**src/uart_defines.vh**
```
// register map, field positions, reset values and counts of the serial port
// assumes a 32-bit register port addressed by byte address
`ifndef UART_DEFINES_VH
`define UART_DEFINES_VH

// register byte addresses
`define ADDR_CTRL      32'h400E_0600
`define ADDR_IRQ_STAT  32'h400E_0604
`define ADDR_IRQ_EN    32'h400E_0608
`define ADDR_IRQ_CLR   32'h400E_060C
`define ADDR_STATUS    32'h400E_0614
`define ADDR_RX_HOLD   32'h400E_0618
`define ADDR_TX_HOLD   32'h400E_061C
`define ADDR_BAUD_DIV  32'h400E_0620

// control fields
`define CTRL_RX_EN     0
`define CTRL_TX_EN     1

// status fields
`define ST_RX_READY    0
`define ST_TX_FREE     1
`define ST_TX_IDLE     9
`define ST_TX_DMA_EMP  11
`define ST_RX_DMA_FULL 12

// interrupt event fields
`define EV_RX_DONE     0
`define EV_TX_FREE     1
`define EV_TX_IDLE     2
`define EV_FRAME_ERR   3
`define EV_OVERRUN     4
`define EV_WIDTH       5

// reset values
`define RST_CTRL       2'h0
`define RST_BAUD_DIV   16'h0000
`define RST_EV         5'h00

// last tick index of a sixteen-tick bit, and of its first half
`define TICK_LAST      4'hF
`define HALF_LAST      4'h7

`endif

```
**src/uart_holding_and_baud_regs.v**
```verilog
// serial port with holding registers, baud divisor and status flags
// assumes one clock, a single-cycle register port, and a line partner
// that sends 8 data bits, no parity, one stop bit
//
// Design decision made here: the plain strobed port.
`include "uart_defines.vh"

module uart_holding_and_baud_regs #(
  parameter DATA_BITS = 8
) (
  // clock and reset
  input  wire        clk_in,
  input  wire        arst_n_in,
  // register port
  input  wire [31:0] addr_in,
  input  wire [31:0] wdata_in,
  input  wire        wr_in,
  input  wire        rd_in,
  output reg  [31:0] rdata_out,
  // interrupt
  output wire        irq_out,
  // dma channel levels
  input  wire        tx_dma_buffer_empty_in,
  input  wire        rx_dma_buffer_full_in,
  // serial line
  input  wire        rxd_in,
  output reg         txd_out
);

  // receiver states
  localparam [1:0] RX_IDLE  = 2'h0;
  localparam [1:0] RX_START = 2'h1;
  localparam [1:0] RX_DATA  = 2'h2;
  localparam [1:0] RX_STOP  = 2'h3;
  // last data bit index, and last bit index of a frame, cut to counter width
  localparam integer RX_LAST_I = DATA_BITS - 1, TX_END_I = DATA_BITS + 1;
  localparam [3:0]   RX_LAST   = RX_LAST_I[3:0], TX_END = TX_END_I[3:0];

  reg  [1:0]             ctrl_r;
  reg  [15:0]            baud_divisor_value_r;
  reg  [15:0]            tick_cnt_r;
  reg                    tick_r;
  reg  [`EV_WIDTH-1:0]   ev_stat_r;
  reg  [`EV_WIDTH-1:0]   ev_en_r;
  reg  [DATA_BITS-1:0]   tx_holding_reg_r;
  reg                    tx_hold_full_r;
  reg  [DATA_BITS:0]     tx_shift_r;
  reg                    tx_busy_r;
  reg  [3:0]             tx_tick_r;
  reg  [3:0]             tx_bits_r;
  reg                    tx_idle_d_r;
  reg                    rxd_meta_r;
  reg                    rxd_sync_r;
  reg  [1:0]             rx_state_r;
  reg  [3:0]             rx_tick_r;
  reg  [3:0]             rx_bits_r;
  reg  [DATA_BITS-1:0]   rx_shift_r;
  reg  [DATA_BITS-1:0]   rx_holding_reg_r;
  reg                    rx_char_ready_r;
  wire                   rx_done;
  wire                   frame_err;
  wire                   rx_stop_end;
  reg  [`EV_WIDTH-1:0]   ev_set;
  reg  [31:0]            rdata_nxt;
  wire                   rx_en;
  wire                   tx_en;
  wire                   tx_holding_free;
  wire                   tx_idle_flag;
  wire                   tx_load;
  wire                   rd_rx_hold;

  // address match used by both read and write decode
  function hit;
    input [31:0] a;
    input [31:0] ref_addr;
    begin
      hit = (a == ref_addr);
    end
  endfunction

  assign rx_en      = ctrl_r[`CTRL_RX_EN];
  assign tx_en      = ctrl_r[`CTRL_TX_EN];
  assign rd_rx_hold = rd_in & hit(addr_in, `ADDR_RX_HOLD);

  // transmit flags from holding and shifter state
  assign tx_holding_free = tx_en & ~tx_hold_full_r;
  assign tx_idle_flag    = tx_en & ~tx_hold_full_r & ~tx_busy_r;
  assign tx_load         = tx_en & tx_hold_full_r & ~tx_busy_r;

  // control, divisor and interrupt enable registers
  always @(posedge clk_in or negedge arst_n_in)
  begin
    if (!arst_n_in)
    begin
      ctrl_r               <= `RST_CTRL;
      baud_divisor_value_r <= `RST_BAUD_DIV;
      ev_en_r              <= `RST_EV;
    end
    else if (wr_in)
    begin
      if (hit(addr_in, `ADDR_CTRL))
        ctrl_r <= wdata_in[1:0];
      if (hit(addr_in, `ADDR_BAUD_DIV))
        baud_divisor_value_r <= wdata_in[15:0];
      if (hit(addr_in, `ADDR_IRQ_EN))
        ev_en_r <= wdata_in[`EV_WIDTH-1:0];
    end
  end

  // sampling tick every divisor cycles; sixteen ticks make one bit
  always @(posedge clk_in or negedge arst_n_in)
  begin
    if (!arst_n_in)
    begin
      tick_cnt_r <= 16'h0000;
      tick_r     <= 1'b0;
    end
    else if (baud_divisor_value_r == 16'h0000 || tick_cnt_r >= baud_divisor_value_r - 16'h0001)
    begin
      tick_cnt_r <= 16'h0000; // one tick per divisor clocks
      tick_r     <= (baud_divisor_value_r != 16'h0000); // zero stops the baud clock
    end
    else
    begin
      tick_cnt_r <= tick_cnt_r + 16'h0001;
      tick_r     <= 1'b0;
    end
  end

  // transmit holding register and shifter
  always @(posedge clk_in or negedge arst_n_in)
  begin
    if (!arst_n_in)
    begin
      tx_holding_reg_r <= {DATA_BITS{1'b0}};
      tx_hold_full_r   <= 1'b0;
      tx_shift_r       <= {(DATA_BITS+1){1'b1}};
      tx_busy_r        <= 1'b0;
      tx_tick_r        <= 4'h0;
      tx_bits_r        <= 4'h0;
      txd_out          <= 1'b1;
    end
    else
    begin
      if (wr_in && hit(addr_in, `ADDR_TX_HOLD))
      begin
        tx_holding_reg_r <= wdata_in[DATA_BITS-1:0];
        tx_hold_full_r   <= 1'b1;
      end
      else if (tx_load)
        tx_hold_full_r <= 1'b0;
      if (tx_load)
      begin
        tx_shift_r <= {1'b1, tx_holding_reg_r};
        tx_busy_r  <= 1'b1;
        tx_tick_r  <= 4'h0;
        tx_bits_r  <= 4'h0;
        txd_out    <= 1'b0; // start bit
      end
      else if (tx_busy_r && tick_r)
      begin
        tx_tick_r <= tx_tick_r + 4'h1;
        if (tx_tick_r == `TICK_LAST)
        begin
          if (tx_bits_r == TX_END)
          begin
            tx_busy_r <= 1'b0; // stop bit finished
            txd_out   <= 1'b1;
          end
          else
          begin
            txd_out    <= tx_shift_r[0];
            tx_shift_r <= {1'b1, tx_shift_r[DATA_BITS:1]};
            tx_bits_r  <= tx_bits_r + 4'h1;
          end
        end
      end
    end
  end

  // two flip-flop synchroniser on the receive pin
  always @(posedge clk_in or negedge arst_n_in)
  begin
    if (!arst_n_in)
    begin
      rxd_meta_r <= 1'b1;
      rxd_sync_r <= 1'b1;
    end
    else
    begin
      rxd_meta_r <= rxd_in;
      rxd_sync_r <= rxd_meta_r;
    end
  end

  // receive framer: start check at half bit, data and stop at full bits
  always @(posedge clk_in or negedge arst_n_in)
  begin
    if (!arst_n_in)
    begin
      rx_state_r <= RX_IDLE;
      rx_tick_r  <= 4'h0;
      rx_bits_r  <= 4'h0;
      rx_shift_r <= {DATA_BITS{1'b0}};
    end
    else if (!rx_en)
      rx_state_r <= RX_IDLE;
    else if (rx_state_r == RX_IDLE)
    begin
      rx_tick_r <= 4'h0;
      rx_bits_r <= 4'h0;
      if (!rxd_sync_r)
        rx_state_r <= RX_START;
    end
    else if (tick_r)
    begin
      rx_tick_r <= rx_tick_r + 4'h1;
      case (rx_state_r)
        RX_START:
          if (rx_tick_r == `HALF_LAST)
          begin
            rx_tick_r  <= 4'h0;
            rx_state_r <= rxd_sync_r ? RX_IDLE : RX_DATA; // reject glitches
          end
        RX_DATA:
          if (rx_tick_r == `TICK_LAST)
          begin
            rx_shift_r <= {rxd_sync_r, rx_shift_r[DATA_BITS-1:1]};
            rx_bits_r  <= rx_bits_r + 4'h1;
            if (rx_bits_r == RX_LAST)
              rx_state_r <= RX_STOP;
          end
        RX_STOP:
          if (rx_tick_r == `TICK_LAST)
            rx_state_r <= RX_IDLE;
        default:
          rx_state_r <= RX_IDLE;
      endcase
    end
  end

  // end of character: good stop bit or framing error
  assign rx_stop_end = rx_en & tick_r & (rx_state_r == RX_STOP) & (rx_tick_r == `TICK_LAST);
  assign rx_done     = rx_stop_end & rxd_sync_r;
  assign frame_err   = rx_stop_end & ~rxd_sync_r;

  // receive holding register and ready flag; a new character beats the read
  always @(posedge clk_in or negedge arst_n_in)
  begin
    if (!arst_n_in)
    begin
      rx_holding_reg_r <= {DATA_BITS{1'b0}};
      rx_char_ready_r  <= 1'b0;
    end
    else if (!rx_en)
      rx_char_ready_r <= 1'b0;
    else if (rx_done)
    begin
      rx_holding_reg_r <= rx_shift_r;
      rx_char_ready_r  <= 1'b1;
    end
    else if (rd_rx_hold)
      rx_char_ready_r <= 1'b0;
  end

  // event sources for the sticky status
  always @*
  begin
    ev_set                = {`EV_WIDTH{1'b0}};
    ev_set[`EV_RX_DONE]   = rx_done;
    ev_set[`EV_TX_FREE]   = tx_load;
    ev_set[`EV_TX_IDLE]   = tx_idle_flag & ~tx_idle_d_r;
    ev_set[`EV_FRAME_ERR] = frame_err;
    ev_set[`EV_OVERRUN]   = rx_done & rx_char_ready_r & ~rd_rx_hold;
  end

  // sticky events; a set in the clearing cycle wins
  always @(posedge clk_in or negedge arst_n_in)
  begin
    if (!arst_n_in)
    begin
      ev_stat_r   <= `RST_EV;
      tx_idle_d_r <= 1'b0;
    end
    else
    begin
      tx_idle_d_r <= tx_idle_flag;
      if (wr_in && hit(addr_in, `ADDR_IRQ_CLR))
        ev_stat_r <= (ev_stat_r & ~wdata_in[`EV_WIDTH-1:0]) | ev_set;
      else
        ev_stat_r <= ev_stat_r | ev_set;
    end
  end

  assign irq_out = |(ev_stat_r & ev_en_r);

  // read mux; unmapped and write-only addresses read as zero
  always @*
  begin
    rdata_nxt = 32'h0000_0000;
    if (hit(addr_in, `ADDR_CTRL))
      rdata_nxt[1:0] = ctrl_r;
    else if (hit(addr_in, `ADDR_IRQ_STAT))
      rdata_nxt[`EV_WIDTH-1:0] = ev_stat_r;
    else if (hit(addr_in, `ADDR_IRQ_EN))
      rdata_nxt[`EV_WIDTH-1:0] = ev_en_r;
    else if (hit(addr_in, `ADDR_STATUS))
    begin
      rdata_nxt[`ST_RX_READY]    = rx_char_ready_r;
      rdata_nxt[`ST_TX_FREE]     = tx_holding_free;
      rdata_nxt[`ST_TX_IDLE]     = tx_idle_flag;
      rdata_nxt[`ST_TX_DMA_EMP]  = tx_dma_buffer_empty_in;
      rdata_nxt[`ST_RX_DMA_FULL] = rx_dma_buffer_full_in;
    end
    else if (hit(addr_in, `ADDR_RX_HOLD))
      rdata_nxt[DATA_BITS-1:0] = rx_holding_reg_r;
    else if (hit(addr_in, `ADDR_BAUD_DIV))
      rdata_nxt[15:0] = baud_divisor_value_r;
  end

  // read data stands in the cycle after the strobe only
  always @(posedge clk_in or negedge arst_n_in)
  begin
    if (!arst_n_in)
      rdata_out <= 32'h0000_0000;
    else
      rdata_out <= rd_in ? rdata_nxt : 32'h0000_0000;
  end

endmodule // uart_holding_and_baud_regs

```
**config.mk**
```make
export PLATFORM = sky130hd
export DESIGN_NAME = uart_holding_and_baud_regs
export DESIGN_NICKNAME = d
export VERILOG_FILES = /design/src/uart_holding_and_baud_regs.v
export VERILOG_INCLUDE_DIRS = /design/src
export SDC_FILE = /design/constraint.sdc
export NUM_CORES = 1
export LEC_CHECK = 0
export BUFFER_PORTS_ARGS = -buffer_cell sky130_fd_sc_hd__buf_2
export CAP_MARGIN = 15
export CORE_MARGIN = 1
export CORE_UTILIZATION = 57
export DETAILED_ROUTE_END_ITERATION = 7
export HOLD_SLACK_MARGIN = 0.12
export PLACE_DENSITY = 0.81
export SLEW_MARGIN = 0
export SYNTH_ARGS = -nofsm -noshare
export SYNTH_HDL_FRONTEND = slang
export SYNTH_SLANG_ARGS = --single-unit
```
**constraint.sdc**
```tcl
create_clock -name clk_in -period 3.1 [get_ports clk_in]
set_input_delay 0.465 -clock clk_in [delete_from_list [all_inputs] [get_ports clk_in]]
set_output_delay 0.465 -clock clk_in [all_outputs]
set_load 0.02 [all_outputs]
```
==> flow_summary.yaml <==
outcome:
  outcome: "finished, final reports clean"
setup_path:
  r2r_start: "baud_divisor_value_r[2]$_DFFE_PN0P_"
  slowest_delay_ns: 0.39
  crit_chain: "nor4_1 > buf_4 > nand2_1 > nor2_1 > nand2_1 > xor2_1 > ha_1 > a211oi_1 > o21bai_1 > a21oi_1 > o21ai_4 > nor2_1"
  setup.worst_path.end_class: "flip-flop"
  path_max_fanout: 16
  critPathArrivalTime_ns: 3.33
  cpLargestDelayFamily: "simple AND/OR/NAND/NOR gates"
  cpMaxStageDelayCell: "o21ai_4"
  worstSetupStartpointType: "flip-flop"
  cp.required_ns: 3.50
  cp.depth: 12
  regToRegSetupSlack_ns: 0.16
  reg2regPathDepth: 12
  cp.buffers_inverters: 1
  critical_path_class: "reg -> reg"
  worstSetupEndpoint: "tick_cnt_r[6]$_DFF_PN0_"
  r2r-end: "tick_cnt_r[6]$_DFF_PN0_"
  crit_path_start: "baud_divisor_value_r[2]$_DFFE_PN0P_"
floorplanning:
  io_pins: 105
  die_area_um2: 11300
  die_x_um: 106
  die_y_um: 106
  core_um2: 10400
  placement_rows: 37
  initial_core_util_pct: 59.6
synth:
  synth_edf_count: 0
  synth_common_cells: "dfrtp_1, nand2_1, nor2_1"
  postSynthAreaPerCell_um2: 10.7
  yosys-top-cells-area: "dfrtp_1, mux2_2, ha_1"
  synth_top_cell_by_area: "dfrtp_1"
  synthArstFlopShare_pct: 100
  synthFlopType: "dfrtp_1"
  synth_compound_area_share_pct: 9.80
  synthAdderAreaFrac_pct: 5.65
  ys_types: 62
  yosysWarnings: 0
  yosysMostFrequentCell: "dfrtp_1"
  synth_area_um2: 6200
  ys_ff_latch: 118
  yosysSeqAreaShare_pct: 47.8
  synth_xor_area_share_pct: 4.52
  synth.area.mux_share_pct: 10.5
  syn_inst: 581
  yosys.area.top_type_share_pct: 43.2
  synth_top_family_by_area: "simple AND/OR/NAND/NOR gates"
  synth-simple-area-share_pct: 17.3
placement:
  pre_cts_ws_ns: -0.196
  hpwl_um: 10100
  gp_congestion: 0.904
  port_buffers: 72
routing:
  top_layer: "met4"
  wl_met2_um: 6740
  routed-via-count: 4777
  vias_per_cell: 5.79
  first_pass_iters: 4
  ant_nets: 0
  drcViolationCount: 0
  routedWlPerCell_um: 16.9
  wl_met1_um: 6000
  wirelength_um: 14000
  dr_wl_met3_um: 892
  drt_iter0_drc: 333
power_and_ir_drop:
  p_int_w: 0.00284
  ir_drop_mv: 0.335
  p_clk_share_pct: 53.0
  power.density_nw_per_um2: 493
  total_leakage_power_nw: 3.53
  p_switching_w: 0.000800
  p_sw_share_pct: 22.0
  power_frac_seq_pct: 42.7
  combPwrFrac_pct: 4.3
sta:
  worst_slew_pin_slew_ns: 0.820
  max_freq_ghz: 0.341
  timing.final.ws_setup_ns: 0.164
  fin_crit_sh_pct: 94.7
  fin_crit_ns: 2.94
  finalSetupViolCount: 0
  maxSlewHeadroom_pct: 44.9
  fin_hold_ws_ns: 0.174
  drv_slew: 0
  skew_ns: 0.00831
  hold_viol: 0
global_routing:
  grt_first_pass_wirelength_um: 23000
  grt_max_degree: 60
  antenna_found_initial: 0
  gr-usage-all-layers_pct: 26.7
  grt_overflow: 0
  grt_pass1_vias: 4871
clock_tree:
  clockBufferDepth: 2
  cts_tree: "done"
  numClockSinks: 118
  cts_buffers: 17
  clk_pin_slew_worst_paths_ns: 0.06
  clk_latency_ns: 0.53
  root_buffer: "clkbuf_8"
  cts_max_level: 4
final_layout:
  area_growth_pct: 18.8
  nets: 775
  num_antenna_cells: 0
  layout-drive-gt1-share_pct: 28.7
flow_run:
  drv_cap: 0
worst_hold_path:
  hold_path_class: "in -> reg"
## through the flow
stage / power (W) / util [%] / area [µm²] / cells / setup TNS [ns]
after global routing: 0.00374 / 70.8 / 7370 / 825 / -0.796
after floorplan: 0.00166 / - / 6260 / 596 / 0
after CTS: 0.00367 / 70.6 / 7360 / 825 / 0
after detailed placement: 0.00173 / 64.8 / 6750 / 791 / -2.47
after global placement: 0.00173 / 64.8 / 6750 / 791 / -0.335
final: 0.00364 / 70.8 / 7370 / 825 / 0
## cell families after synthesis
kind of cell             Yosys count
other                              1
multiplexers                      59
adder cells (fa/ha/maj)           28
AO/OA/AOI/OAI                     89
flip-flops                       118
buffers and inverters             50
AND/OR/NAND/NOR                  204
XOR/XNOR                          32
## power by group through the flow
stage | clock (W) | sequential, W | combinational [W]
final | 0.00193 | 0.00155 | 0.000156
after global routing | 0.00201 | 0.00155 | 0.000174
after CTS | 0.00196 | 0.00155 | 0.000156
after detailed placement | 0 | 0.00158 | 0.000152
after global placement | 0 | 0.00158 | 0.000149
after floorplan | 0 | 0.00158 | 0.0000788
## cells in the final DEF (no fill, tap or decap), drive strengths merged, types with 17 or more instances in the layout
cell,netlist,final
o21ai,21,21
buf,23,92
nand3,17,17
xor2,21,21
nor2,51,51
inv,17,17
clkbuf,10,19
nor3,17,17
a21oi,17,17
ha,28,28
dfrtp,107,107
nand2,51,51
mux2,47,47
## flip-flops by register name, indices dropped and copies added (netlist names)
name                  flops
rx_holding_reg_r          8
tx_holding_reg_r          8
tick_r                    1
tx_tick_r                 4
ctrl_r                    2
rdata_out                16
rx_shift_r                8
tx_shift_r                8
rxd_meta_r                1
tx_bits_r                 4
tick_cnt_r               16
txd_out                   1
rx_state_r                2
rxd_sync_r                1
tx_busy_r                 1
rx_tick_r                 4
rx_char_ready_r           1
baud_divisor_value_r     16
ev_stat_r                 5
rx_bits_r                 4
tx_idle_d_r               1
ev_en_r                   5
tx_hold_full_r            1
## area by class of cell
| class | count | area (µm²) |
|---|---|---|
| inverters | 17 | 63.8 |
| clock buffers | 19 | 432 |
| clock inverters | 13 | 156 |
| fillers | 752 | 3050 |
| multi-input cells | 428 | 3040 |
| well taps | 136 | 170 |
| repair buffers | 94 | 546 |
| flip-flops and latches | 118 | 2970 |
## metal layers
metal  vias up  global-route usage [%]
li1       2257                       -
met1      2312                    32.4
met2       183                    44.6
met3        25                    6.56
met4         0                    12.5
met5         -                       0
## how the worst min path moves through the flow
stage,from,endpoint,slack (ns),depth (start not counted)
after floorplan,arst_n_in,baud_divisor_value_r[0]$_DFFE_PN0P_,0.17,0
after CTS,wdata_in[12],baud_divisor_value_r[12]$_DFFE_PN0P_,0.16,2
after global placement,rxd_meta_r$_DFF_PN1_,rxd_sync_r$_DFF_PN1_,0.35,0
final,wdata_in[12],baud_divisor_value_r[12]$_DFFE_PN0P_,0.17,2
after global routing,wdata_in[12],baud_divisor_value_r[12]$_DFFE_PN0P_,0.16,2
after detailed placement,rxd_meta_r$_DFF_PN1_,rxd_sync_r$_DFF_PN1_,0.35,0
## timing repair
item / CTS / global route
hold buffers: 2 / 0
setup endpoints to repair: 16 / 16
hold endpoints to repair: 31 / 0
setup buffers: 0 / 0
resized for setup: 1 / 2
pin swaps: 0 / 1
Note: power is estimated with default switching activity, not from simulation.
